**src/hw/mtc_regs.svh**
```systemverilog
/*
  Register offsets, field positions, reset values and timing counts of the
  MAC timer control registers.
  Assumes it is included by bare name wherever these names are needed.
*/
`ifndef MTC_REGS_SVH
`define MTC_REGS_SVH

`define MTC_ADDR_VALUE_LOW   8'hA6
`define MTC_ADDR_VALUE_HIGH  8'hA7
`define MTC_ADDR_CONFIG      8'hC3

`define MTC_BIT_CMP_FLAG     7
`define MTC_BIT_PER_FLAG     6
`define MTC_BIT_OFC_FLAG     5
`define MTC_BIT_UNUSED       4
`define MTC_BIT_CMP_SEL      3
`define MTC_BIT_RESERVED     2
`define MTC_BIT_SYNC         1
`define MTC_BIT_RUN          0

`define MTC_CONFIG_RESET     8'h02
`define MTC_SYNC_RESET       1'b1
`define MTC_BYTE_ZERO        8'h00
`define MTC_WORD_ZERO        16'h0000
`define MTC_WORD_ONE         16'h0001
`define MTC_WORD_MAX         16'hFFFF
`define MTC_SYNC_START_CYCLES 7'd75
`define MTC_CNT_ZERO         7'd0
`define MTC_CNT_ONE          7'd1

`endif

```
**src/hw/mtc_pkg.sv**
```systemverilog
/*
  Types of the MAC timer control registers: bus request, timer states and
  the packed state record of the control block.
  Assumes the register header is compiled alongside it.
*/
package mtc_pkg;

  typedef struct packed {
    logic [7:0] addr;
    logic       wrEn;
    logic       rdEn;
    logic [7:0] wrData;
  } mtc_sfr_req_t;

  typedef enum logic [4:0] {
    MTC_IDLE       = 5'b00001,
    MTC_WAIT_START = 5'b00010,
    MTC_STARTING   = 5'b00100,
    MTC_RUN        = 5'b01000,
    MTC_WAIT_STOP  = 5'b10000
  } mtc_state_t;

  typedef struct packed {
    mtc_state_t  state;
    logic        compareEventFlag;
    logic        periodEventFlag;
    logic        overflowCountCompareFlag;
    logic        compareByteSelect;
    logic        reservedBit;
    logic        syncSelect;
    logic [15:0] timerCount;
    logic [15:0] deltaCount;
    logic [7:0]  deltaLow;
    logic [7:0]  latchedHigh;
    logic [6:0]  startCount;
    logic [7:0]  rdData;
    logic [2:0]  irqReq;
    logic        sleepStore;
    logic        running;
  } mtc_ctrl_t;

endpackage

```
**src/hw/mtc_edge_sync.sv**
```systemverilog
/*
  Brings the 32.768 kHz reference into the system clock domain and emits a
  one-cycle pulse on each of its rising edges.
  Assumes the reference is slow compared with core_clk.
*/
`timescale 1ns/1ps
module mtc_edge_sync
  import mtc_pkg::*;
(
  input  wire logic core_clk,
  input  wire logic reset_n,
  input  wire logic slowClk,
  output logic      risePulse
);

  logic syncA_r;
  logic syncB_r;
  logic syncC_r;

  // The first stage feeds only the second one; the edge is seen on later stages.
  always_ff @(posedge core_clk) begin
    if (!reset_n) begin
      syncA_r   <= 1'b0;
      syncB_r   <= 1'b0;
      syncC_r   <= 1'b0;
      risePulse <= 1'b0;
    end else begin
      syncA_r   <= slowClk;
      syncB_r   <= syncA_r;
      syncC_r   <= syncB_r;
      risePulse <= syncB_r & ~syncC_r; // see [RQ19]
    end
  end

endmodule // mtc_edge_sync

```
**src/hw/mac_timer_control_regs.sv**
```systemverilog
/*
  Control and value-access registers of the 16-bit MAC timer: configuration
  register with event flags, compare byte select, sync select and run bit,
  latched value reads and delta or direct-load writes.
  Assumes a single-cycle SFR access port synchronous to core_clk, event
  pulses and reload values from the surrounding timer, and a free running
  32.768 kHz reference.
*/
`timescale 1ns/1ps
`include "mtc_regs.svh"

// Summary of operation
// [RQ1] Compare event sets bit 7 flag; writing 0 clears, writing 1 ignored.
// [RQ2] Period event sets bit 6 flag; only a written 0 clears it.
// [RQ3] Overflow-count compare sets bit 5 flag; only a written 0 clears.
// [RQ4] Configuration bit 4 is unused and always reads zero.
// [RQ5] Software always writes zero to reserved bit 2.
// [RQ6] Bit 3 selects compare against timer high byte (0) or low byte (1).
// [RQ7] Sync bit 1 resets to 1; 0 immediate, 1 aligned to 32 kHz edge.
// [RQ8] Writing bit 0 as 1 requests start, as 0 requests stop.
// [RQ9] Reading bit 0 returns real state: 0 idle, 1 running.
// [RQ10] In sync mode the read status changes only at the aligned event.
// [RQ11] Low byte read returns bits 7:0 and latches high byte for later read.
// [RQ12] While running, low then high writes form a delta applied on high write.
// [RQ13] After a delta is applied the timer pauses for delta cycles.
// [RQ14] While idle, value byte writes load the timer bytes directly.
// [RQ15] Delta counter counts down at timer rate, then rests at zero.
// [RQ16] Sync stop keeps counting to the 32 kHz edge, then stores sleep time.
// [RQ17] Sync start waits for the edge, then loads new values within 75 cycles.
// [RQ18] Flags set regardless of masks; requests raised only when masked in.
// [RQ19] The 32 kHz rising edge becomes a one-cycle pulse in this domain.
module mac_timer_control_regs
  import mtc_pkg::*;
(
  input  wire logic         core_clk,
  input  wire logic         reset_n,
  input  wire mtc_sfr_req_t sfrReq,
  input  wire logic [7:0]   compareValue,
  input  wire logic [15:0]  periodValue,
  input  wire logic         overflowCompareEvent,
  input  wire logic [2:0]   irqMask,
  input  wire logic [15:0]  reloadValue,
  input  wire logic         slowClk,
  output logic [7:0]        sfrRdData,
  output logic [15:0]       timerValue,
  output logic              timerRunning,
  output logic [2:0]        irqRequest,
  output logic              sleepStoreStrobe
);

  mtc_ctrl_t  ctrl_r;
  mtc_ctrl_t  ctrl_nxt;
  logic       edgePulse;
  logic       wrConfig;
  logic       wrLow;
  logic       wrHigh;
  logic       rdConfig;
  logic       rdLow;
  logic       rdHigh;
  logic       counting;
  logic       compareHit;
  logic       periodHit;
  logic [15:0] wrapValue;
  logic [7:0] configRead;

  mtc_edge_sync u_edge (
    .core_clk  (core_clk),
    .reset_n   (reset_n),
    .slowClk   (slowClk),
    .risePulse (edgePulse)
  );

  assign wrConfig = sfrReq.wrEn && (sfrReq.addr == `MTC_ADDR_CONFIG);
  assign wrLow    = sfrReq.wrEn && (sfrReq.addr == `MTC_ADDR_VALUE_LOW);
  assign wrHigh   = sfrReq.wrEn && (sfrReq.addr == `MTC_ADDR_VALUE_HIGH);
  assign rdConfig = sfrReq.rdEn && (sfrReq.addr == `MTC_ADDR_CONFIG);
  assign rdLow    = sfrReq.rdEn && (sfrReq.addr == `MTC_ADDR_VALUE_LOW);
  assign rdHigh   = sfrReq.rdEn && (sfrReq.addr == `MTC_ADDR_VALUE_HIGH);

  // The timer counts in RUN and during a pending synchronized stop.
  assign counting = ctrl_r.running && (ctrl_r.deltaCount == `MTC_WORD_ZERO); // see [RQ13]

  // A period of zero gives the longest period, a wrap at full scale.
  assign wrapValue = (periodValue == `MTC_WORD_ZERO) ? `MTC_WORD_MAX : periodValue;
  assign periodHit = counting && (ctrl_r.timerCount == wrapValue);

  always_comb begin
    if (ctrl_r.compareByteSelect) begin
      compareHit = counting && (ctrl_r.timerCount[7:0] == compareValue); // see [RQ6]
    end else begin
      compareHit = counting && (ctrl_r.timerCount[15:8] == compareValue); // see [RQ6]
    end
  end

  always_comb begin
    configRead = `MTC_BYTE_ZERO;
    configRead[`MTC_BIT_CMP_FLAG] = ctrl_r.compareEventFlag;
    configRead[`MTC_BIT_PER_FLAG] = ctrl_r.periodEventFlag;
    configRead[`MTC_BIT_OFC_FLAG] = ctrl_r.overflowCountCompareFlag;
    configRead[`MTC_BIT_UNUSED]   = 1'b0; // see [RQ4]
    configRead[`MTC_BIT_CMP_SEL]  = ctrl_r.compareByteSelect;
    configRead[`MTC_BIT_RESERVED] = ctrl_r.reservedBit;
    configRead[`MTC_BIT_SYNC]     = ctrl_r.syncSelect;
    configRead[`MTC_BIT_RUN]      = ctrl_r.running; // see [RQ9]
  end

  always_comb begin
    ctrl_nxt = ctrl_r;
    ctrl_nxt.sleepStore = 1'b0;

    // Register read path, answered one cycle after the strobe.
    if (rdConfig) begin
      ctrl_nxt.rdData = configRead;
    end else if (rdLow) begin
      ctrl_nxt.rdData      = ctrl_r.timerCount[7:0]; // see [RQ11]
      ctrl_nxt.latchedHigh = ctrl_r.timerCount[15:8]; // see [RQ11]
    end else if (rdHigh) begin
      ctrl_nxt.rdData = ctrl_r.latchedHigh; // see [RQ11]
    end else begin
      ctrl_nxt.rdData = `MTC_BYTE_ZERO;
    end

    // Configuration fields; flags take a written 0 as a clear only.
    if (wrConfig) begin
      if (!sfrReq.wrData[`MTC_BIT_CMP_FLAG]) begin
        ctrl_nxt.compareEventFlag = 1'b0; // see [RQ1]
      end
      if (!sfrReq.wrData[`MTC_BIT_PER_FLAG]) begin
        ctrl_nxt.periodEventFlag = 1'b0; // see [RQ2]
      end
      if (!sfrReq.wrData[`MTC_BIT_OFC_FLAG]) begin
        ctrl_nxt.overflowCountCompareFlag = 1'b0; // see [RQ3]
      end
      ctrl_nxt.compareByteSelect = sfrReq.wrData[`MTC_BIT_CMP_SEL];
      ctrl_nxt.reservedBit       = sfrReq.wrData[`MTC_BIT_RESERVED]; // see [RQ5]
      ctrl_nxt.syncSelect        = sfrReq.wrData[`MTC_BIT_SYNC];
    end

    // Events are applied after the clear so that a set wins.
    if (compareHit) begin
      ctrl_nxt.compareEventFlag = 1'b1; // see [RQ1]
    end
    if (periodHit) begin
      ctrl_nxt.periodEventFlag = 1'b1; // see [RQ2]
    end
    if (overflowCompareEvent) begin
      ctrl_nxt.overflowCountCompareFlag = 1'b1; // see [RQ3]
    end

    // Flags ignore the masks; requests pass only where masked in.
    ctrl_nxt.irqReq = {ctrl_nxt.compareEventFlag, ctrl_nxt.periodEventFlag,
                       ctrl_nxt.overflowCountCompareFlag} & irqMask; // see [RQ18]

    // Timer count, paused while a delta is pending.
    if (ctrl_r.running) begin
      if (ctrl_r.deltaCount != `MTC_WORD_ZERO) begin
        ctrl_nxt.deltaCount = ctrl_r.deltaCount - `MTC_WORD_ONE; // see [RQ15]
      end else if (periodHit) begin
        ctrl_nxt.timerCount = `MTC_WORD_ZERO;
      end else begin
        ctrl_nxt.timerCount = ctrl_r.timerCount + `MTC_WORD_ONE;
      end
    end

    // Value byte writes: a delta while running, a direct load otherwise.
    if (ctrl_r.running) begin
      if (wrLow) begin
        ctrl_nxt.deltaLow = sfrReq.wrData; // see [RQ12]
      end
      if (wrHigh) begin
        ctrl_nxt.deltaCount = {sfrReq.wrData, ctrl_r.deltaLow}; // see [RQ12]
      end
    end else begin
      if (wrLow) begin
        ctrl_nxt.timerCount[7:0] = sfrReq.wrData; // see [RQ14]
      end
      if (wrHigh) begin
        ctrl_nxt.timerCount[15:8] = sfrReq.wrData; // see [RQ14]
      end
    end

    // Start and stop sequencing.
    case (ctrl_r.state)
      MTC_IDLE: begin
        if (wrConfig && sfrReq.wrData[`MTC_BIT_RUN]) begin // see [RQ8]
          if (sfrReq.wrData[`MTC_BIT_SYNC]) begin
            ctrl_nxt.state = MTC_WAIT_START; // see [RQ7]
          end else begin
            ctrl_nxt.state = MTC_RUN;
          end
        end
      end
      MTC_WAIT_START: begin
        if (wrConfig && !sfrReq.wrData[`MTC_BIT_RUN]) begin
          ctrl_nxt.state = MTC_IDLE;
        end else if (edgePulse) begin
          ctrl_nxt.state      = MTC_STARTING; // see [RQ17]
          ctrl_nxt.startCount = `MTC_SYNC_START_CYCLES - `MTC_CNT_ONE;
        end
      end
      MTC_STARTING: begin
        if (ctrl_r.startCount == `MTC_CNT_ONE) begin
          ctrl_nxt.state      = MTC_RUN; // see [RQ17]
          ctrl_nxt.timerCount = reloadValue;
          ctrl_nxt.deltaCount = `MTC_WORD_ZERO;
        end
        ctrl_nxt.startCount = ctrl_r.startCount - `MTC_CNT_ONE;
      end
      MTC_RUN: begin
        if (wrConfig && !sfrReq.wrData[`MTC_BIT_RUN]) begin // see [RQ8]
          if (sfrReq.wrData[`MTC_BIT_SYNC]) begin
            ctrl_nxt.state = MTC_WAIT_STOP; // see [RQ16]
          end else begin
            ctrl_nxt.state = MTC_IDLE; // see [RQ7]
          end
        end
      end
      MTC_WAIT_STOP: begin
        if (wrConfig && sfrReq.wrData[`MTC_BIT_RUN]) begin
          ctrl_nxt.state = MTC_RUN;
        end else if (edgePulse) begin
          ctrl_nxt.state      = MTC_IDLE; // see [RQ16]
          ctrl_nxt.sleepStore = 1'b1;
        end
      end
      default: begin
        ctrl_nxt.state = MTC_IDLE;
      end
    endcase

    // Status follows the state, so it moves only at the real start or stop.
    ctrl_nxt.running = (ctrl_nxt.state == MTC_RUN) ||
                       (ctrl_nxt.state == MTC_WAIT_STOP); // see [RQ10]
  end

  always_ff @(posedge core_clk) begin
    if (!reset_n) begin
      ctrl_r.state                    <= MTC_IDLE;
      ctrl_r.compareEventFlag         <= 1'b0;
      ctrl_r.periodEventFlag          <= 1'b0;
      ctrl_r.overflowCountCompareFlag <= 1'b0;
      ctrl_r.compareByteSelect        <= 1'b0;
      ctrl_r.reservedBit              <= 1'b0;
      ctrl_r.syncSelect               <= `MTC_SYNC_RESET; // see [RQ7]
      ctrl_r.timerCount               <= `MTC_WORD_ZERO;
      ctrl_r.deltaCount               <= `MTC_WORD_ZERO;
      ctrl_r.deltaLow                 <= `MTC_BYTE_ZERO;
      ctrl_r.latchedHigh              <= `MTC_BYTE_ZERO;
      ctrl_r.startCount               <= `MTC_CNT_ZERO;
      ctrl_r.rdData                   <= `MTC_BYTE_ZERO;
      ctrl_r.irqReq                   <= 3'h0;
      ctrl_r.sleepStore               <= 1'b0;
      ctrl_r.running                  <= 1'b0;
    end else begin
      ctrl_r <= ctrl_nxt;
    end
  end

  assign sfrRdData        = ctrl_r.rdData;
  assign timerValue       = ctrl_r.timerCount;
  assign timerRunning     = ctrl_r.running;
  assign irqRequest       = ctrl_r.irqReq;
  assign sleepStoreStrobe = ctrl_r.sleepStore;

endmodule // mac_timer_control_regs

```
**config.mk**
```make
export PLATFORM = sky130hd
export DESIGN_NAME = mac_timer_control_regs
export DESIGN_NICKNAME = d
export VERILOG_FILES = /design/src/hw/mtc_pkg.sv /design/src/hw/mtc_edge_sync.sv /design/src/hw/mac_timer_control_regs.sv
export VERILOG_INCLUDE_DIRS = /design/src /design/src/hw
export SDC_FILE = /design/constraint.sdc
export NUM_CORES = 1
export LEC_CHECK = 0
export ABC_AREA = 1
export BUFFER_PORTS_ARGS = -buffer_cell sky130_fd_sc_hd__buf_2
export CORE_ASPECT_RATIO = 0.6
export CORE_MARGIN = 10
export CORE_UTILIZATION = 55
export CTS_CLUSTER_SIZE = 40
export DETAILED_ROUTE_END_ITERATION = 12
export PLACE_DENSITY = 0.78
export SLEW_MARGIN = 20
export SYNTH_ARGS = -nofsm -noshare
export SYNTH_HDL_FRONTEND = slang
export SYNTH_SLANG_ARGS = --single-unit
```
**constraint.sdc**
```tcl
create_clock -name core_clk -period 1.91 [get_ports core_clk]
set_input_delay 0.191 -clock core_clk [delete_from_list [all_inputs] [get_ports core_clk]]
set_output_delay 0.191 -clock core_clk [all_outputs]
set_load 0.01 [all_outputs]
```
Word-level counts from Yosys, hierarchy flattened
Index checks and enable logic that the tools add are counted.
{"block": "word_totals", "ff_bits": 83}
{"block": "classes", "reduce_logical": 23, "eq_ne": 16, "addsub": 3, "muxes": 38, "bitwise_logic": 6}
{"operator": "16-bit two-way mux", "count": 6}
{"operator": "32-bit two-way mux", "count": 3}
{"operator": "8-bit two-way mux", "count": 6}
{"operator": "5-bit two-way mux", "count": 8}
{"operator": "16-bit logical NOT", "count": 2}
{"operator": "5-bit case mux with 5 select lines", "count": 1}
{"operator": "8-bit == test, second input constant", "count": 3}
{"operator": "24-bit two-way mux", "count": 1}
{"operator": "16-bit by 1-bit adder with 16-bit output, second input constant", "count": 1}
{"operator": "16-bit == test", "count": 1}
{"operator": "8-bit == test", "count": 2}
{"operator": "16-bit nonzero test", "count": 1}
{"operator": "16-bit by 1-bit subtractor with 16-bit output, second input constant", "count": 1}
{"operator": "7-bit two-way mux", "count": 2}
{"operator": "7-bit case mux with 2 select lines", "count": 1}
{"operator": "1-bit logical AND", "count": 12}
{"operator": "5-bit by 4-bit == test with 1-bit output, second input constant", "count": 2}
{"operator": "5-bit == test, second input constant", "count": 2}
{"operator": "1-bit two-way mux", "count": 8}
{"operator": "7-bit by 1-bit == test with 1-bit output, second input constant", "count": 1}
{"operator": "7-bit by 1-bit subtractor with 7-bit output, second input constant", "count": 1}
{"operator": "6-bit two-way mux", "count": 1}
{"operator": "5-bit by 1-bit == test with 1-bit output, second input constant", "count": 1}
{"operator": "5-bit by 2-bit == test with 1-bit output, second input constant", "count": 1}
{"operator": "other kinds (14)", "count": 18}

Logic depth before layout (Yosys ltp)
{"block": "depth", "depth_word": 11, "depth_mapped": 16, "ltp_nobuf": 15}

Hierarchy
From an unflattened synthesis, not the netlist that was laid out.
{"block": "hier_totals", "hier_cells": 786, "area_unflattened_um2": 5276.3}
{"module": "mac_timer_control_regs", "n_inst": 1, "cells_per_inst": 775, "seq_area_each_um2": 1581.5, "area_per_inst_um2": 5167.5}
{"module": "mtc_edge_sync", "n_inst": 1, "cells_per_inst": 11, "seq_area_each_um2": 80.1, "area_per_inst_um2": 108.9}

Worst setup path before layout
OpenSTA, ideal clock, no wires.
{"block": "synth_timing", "kind": "register to register", "start": "register ctrl_r[36] (netlist name)", "end": "register ctrl_r (netlist bit timerValue[2])", "required_time_ns": 1.777, "arrival_time_ns": 1.638, "path_buffers": 1, "period_less_slack_ns": 1.772, "setup_ns": 0.133, "path_stages_with_launch": 15, "slack_ns": 0.138, "path_cell_list": "dfxtp_1 > inv_1 > ha_1 > inv_1 > nor2_4 > nand3_2 > nor2_4 > nand2_2 > nor2_1 > nand2_1 > nor2_2 > nand3_4 > buf_6 > nand3_1 > a31oi_1"}
{"block": "synth_via", "elab_chain_cells": 10, "word_cells_on_any_way": 11, "classes_between": "mux: 7; reduce/logical: 4"}
{"element": "start: declaration", "line": "mac_timer_control_regs.sv:51", "source": "mtc_ctrl_t ctrl_r;"}
{"element": "start signal: assignment", "line": "mac_timer_control_regs.sv:255", "source": "ctrl_r <= ctrl_nxt;"}
{"element": "16-bit logical NOT (no line)"}
{"element": "1-bit logical AND", "line": "mac_timer_control_regs.sv:81", "source": "assign counting = ctrl_r.running && (ctrl_r.deltaCount == `MTC_WORD_ZERO);"}
{"element": "1-bit logical AND", "line": "mac_timer_control_regs.sv:85", "source": "assign periodHit = counting && (ctrl_r.timerCount == wrapValue);"}
{"element": "16-bit two-way mux", "line": "mac_timer_control_regs.sv:158", "source": "end else if (periodHit) begin"}
{"element": "16-bit two-way mux *", "line": "mac_timer_control_regs.sv:156", "source": "if (ctrl_r.deltaCount != `MTC_WORD_ZERO) begin"}
{"element": "32-bit two-way mux *", "line": "mac_timer_control_regs.sv:155", "source": "if (ctrl_r.running) begin"}
{"element": "8-bit two-way mux", "line": "mac_timer_control_regs.sv:174", "source": "if (wrLow) begin"}
{"element": "16-bit two-way mux *", "line": "mac_timer_control_regs.sv:166", "source": "if (ctrl_r.running) begin"}
{"element": "32-bit two-way mux", "line": "mac_timer_control_regs.sv:202", "source": "if (ctrl_r.startCount == `MTC_CNT_ONE) begin"}
{"element": "32-bit two-way mux *", "line": "mac_timer_control_regs.sv:183", "source": "case (ctrl_r.state)"}
Every way passes the cells marked *; elsewhere a longest branch is shown, timed or not.
A chain may end at the register's enable or synchronous reset.

Final worst setup path
{"block": "layout_timing", "start": "register ctrl_r[36] (netlist name)", "end": "register ctrl_r[49] (netlist name)"}
{"block": "layout_via", "elab_chain_cells": 7, "word_cells_on_any_way": 8, "classes_between": "add/sub: 1; mux: 6; reduce/logical: 1"}
{"element": "16-bit by 1-bit subtractor with 16-bit output (no line) / 16-bit nonzero test (equally long branches)"}
{"element": "16-bit two-way mux *", "line": "mac_timer_control_regs.sv:156"}
{"element": "32-bit two-way mux *", "line": "mac_timer_control_regs.sv:155"}
{"element": "16-bit two-way mux", "line": "mac_timer_control_regs.sv:170", "source": "if (wrHigh) begin"}
{"element": "24-bit two-way mux *", "line": "mac_timer_control_regs.sv:166"}
{"element": "32-bit two-way mux", "line": "mac_timer_control_regs.sv:202"}
{"element": "32-bit two-way mux *", "line": "mac_timer_control_regs.sv:183"}
Marks and branches as above.

==> flow_summary.ini <==
[floorplanning]
initial_core_util_pct = 56.2
die-area_mm2 = 0.0137
die_y_um = 94.8
die_w_um = 145
fp.coreArea_mm2 = 0.00912
top_level_ports = 94
num_rows = 27

[routing]
drc_errors = 0
dr.pass1.iters = 5
drt_iter0_drc = 748
routed_wl_um = 17400
vias = 5779
wl_per_cell_um = 17.0
antenna_left = 0
avgViaCountPerCell = 5.64

[clock_tree]
clock_sinks = 83
ctsLongestPathBuffers = 2
clkTransAtPathRegs_ns = 0.06
insertion_delay_ns = 0.34
cts_tree = done
cts_made_buffers = 9
htreeDepth = 3
root_buffer = clkbuf_16

[critical_path]
start_kind = register
r2r_start = ctrl_r[36]$_SDFF_PN0_
endpoint = ctrl_r[49]$_SDFF_PN0_
rr_endpoint = ctrl_r[49]$_SDFF_PN0_
worstPathMaxFanout = 4
r2r_cells = 14
worst-setup-path-type = register to register
cp_data_required_time_ns = 2.14
rrSetupSlack_ns = -0.009
arrival_ns = 2.15
crit_path_end_kind = register
startpoint = ctrl_r[36]$_SDFF_PN0_

[place]
gp_congestion = 0.996
hpwlAfterDp_um = 12900
port_buffers = 93

[sta]
fin_worst_skew_ns = 0.00740
finalSetupViolations = 2
fmax_ghz = 0.521
rsz0062_at_grt = yes
finalHoldViolCount = 0
min_period_over_period_pct = 100
tightestPinTransition_ns = 0.602
post-route-min-period_ns = 1.92
holdWs_ns = 0.0340
maxSlewHeadroom_pct = 58.8
timing.final.ws_setup_ns = -0.00850
drv_slew = 0

[global_routing]
antenna_found_initial = 0
track_usage_pct = 24.5
grt_max_degree = 43
grt_overflow_total = 0
first_global_vias = 5310
grt_pass1_wl_um = 27000

[synthesis]
synth_edf_count = 0
synth_cell_types = 43
syn_nets = 848
ys_seq_elements = 83
synthFlopType = dfxtp_1
yosys_warnings = 0
synth_area_mm2 = 0.00513
syn_area_per_cell_um2 = 6.59
synth.most_common_cell = nand2_1
ys_top_cells_by_area = dfxtp_1, nand2_1, inv_1, o21ai_0, nor2_1
yosys-top-cells-count = nand2_1, inv_1, dfxtp_1
seq_area_frac_synth_pct = 32.4
synth_top_area_share_pct = 32.4
async_reset_ff_share_pct = 0
synth.largest_area_cell = dfxtp_1
synth_cells = 779

[pwr]
vdd.ir_drop.worst_v = 0.000492
power_leakage_nw = 3.18
p_total_mw = 3.80
power.density_mw_per_mm2 = 584

[final_layout]
areaGrowthSynthToFinish_pct = 27.0
fin_nets = 975
final_util_pct = 71.4
layout-drive-gt1-share_pct = 27.4
diodes = 0

[worst_hold_path]
min_path_type = input port to register

[outcome]
status = finished, violations left
violations = negative setup slack

[job]
maxCapViolCount = 0
## layout make-up
class	count	area, um^2
clock inverter	5	80.1
multi-input combinational	528	2880
fill	733	2610
clock buffer	9	225
timing repair buffer	166	1060
inverter	118	445
tap	116	145
sequential	83	1670
## cells in the final DEF, fill, tap and decap left out, types with 3 or more instances in the layout
| master | count |
|---|---|
| clkbuf_16 | 10 |
| xnor2_1 | 7 |
| a21oi_2 | 3 |
| o21ai_0 | 64 |
| dfxtp_2 | 7 |
| o21ai_1 | 7 |
| nor3_1 | 9 |
| nand4_1 | 11 |
| inv_1 | 111 |
| buf_4 | 69 |
| nand2_1 | 154 |
| buf_2 | 93 |
| nor2_2 | 8 |
| xor2_1 | 16 |
| a31oi_1 | 17 |
| o211ai_1 | 14 |
| dfxtp_1 | 75 |
| nor2_1 | 68 |
| o221ai_1 | 4 |
| inv_2 | 6 |
| nor2_4 | 11 |
| nand2_2 | 11 |
| nand3_1 | 44 |
| a21oi_1 | 42 |
| ha_1 | 3 |
| nand3_2 | 8 |
## flip-flops by register name (all words and copies together) (netlist names)
signal / count
ctrl_r: 44
timerValue: 16
sfrRdData: 8
configRead: 6
irqRequest: 3
sleepStoreStrobe: 1
timerRunning: 1
u_edge.risePulse: 1
u_edge.syncA_r: 1
u_edge.syncB_r: 1
u_edge.syncC_r: 1
## logic make-up after synthesis
logic type / count (synthesis) / share of synthesized area [%]
and+or+nand+nor: 337 / 30.0
buffers and inverters: 170 / 15.0
AOI/OAI and AO/OA: 161 / 17.6
DFF: 83 / 32.4
xor gates and xnor gates: 24 / 4.10
adders and majority gates: 4 / 0.976
## how the worst min path moves through the flow
| stage | startpoint | endpoint | slack, ns | cells after the start |
|---|---|---|---|---|
| floorplan | slowClk | u_edge.syncA_r$_SDFF_PN0_ | 0.29 | 2 |
| global placement | u_edge.syncC_r$_SDFF_PN0_ | u_edge.risePulse$_SDFF_PN0_ | 0.37 | 1 |
| detailed placement | slowClk | u_edge.syncA_r$_SDFF_PN0_ | 0.38 | 3 |
| CTS | slowClk | u_edge.syncA_r$_SDFF_PN0_ | 0.04 | 3 |
| global route | slowClk | u_edge.syncA_r$_SDFF_PN0_ | 0.05 | 3 |
| finish | slowClk | u_edge.syncA_r$_SDFF_PN0_ | 0.03 | 3 |
## stage by stage
step	std cells	instance area, um^2	TNS [ns]	setup WS [ns]
global route	1025	6510	-1.62	-0.100
floorplan	779	5130	0	0.138
detailed placement	994	5880	-1.07	-0.161
CTS	1014	6250	-0.0177	-0.0106
global placement	994	5880	-0.0599	-0.0460
finish	1025	6510	-0.0105	-0.00850
## what timing repair did
item                       4_1_cts  5_1_grt
pin swaps                       10       24
setup endpoints to repair       33       35
hold buffers                     0        0
buffers inserted                 4       10
gates cloned                     2        1
resized for setup               15       46
## report_power, final
group / leakage (nW) / internal [mW] / switching (mW)
Sequential: 0.674 / 1.74 / 0.00413
Combinational: 2.36 / 0.0935 / 0.139
Clock: 0.143 / 1.13 / 0.703
Total: 3.18 / 2.96 / 0.846
## layer usage
| metal | wire length [um] | GRT usage (%) |
|---|---|---|
| met3 | 2180 | 6.32 |
| met5 | 0 | 0 |
| met2 | 7480 | 38.2 |
| met1 | 7380 | 33.0 |
| met4 | 392 | 6.70 |
## worst max-delay path: stages (launching register included)
cell and delay, ns:
dfxtp_2 0.35, inv_2 0.05, ha_4 0.16, nand3_1 0.07, nor2_1 0.05, nand2_2 0.08
nand2_2 0.11, nor3_4 0.18, nand2_2 0.11, nor3_4 0.26, nand2_1 0.09, nand2_1 0.07
nand3_1 0.06, o211ai_1 0.10, inv_1 0.06
(Power assumes the default switching activity.)
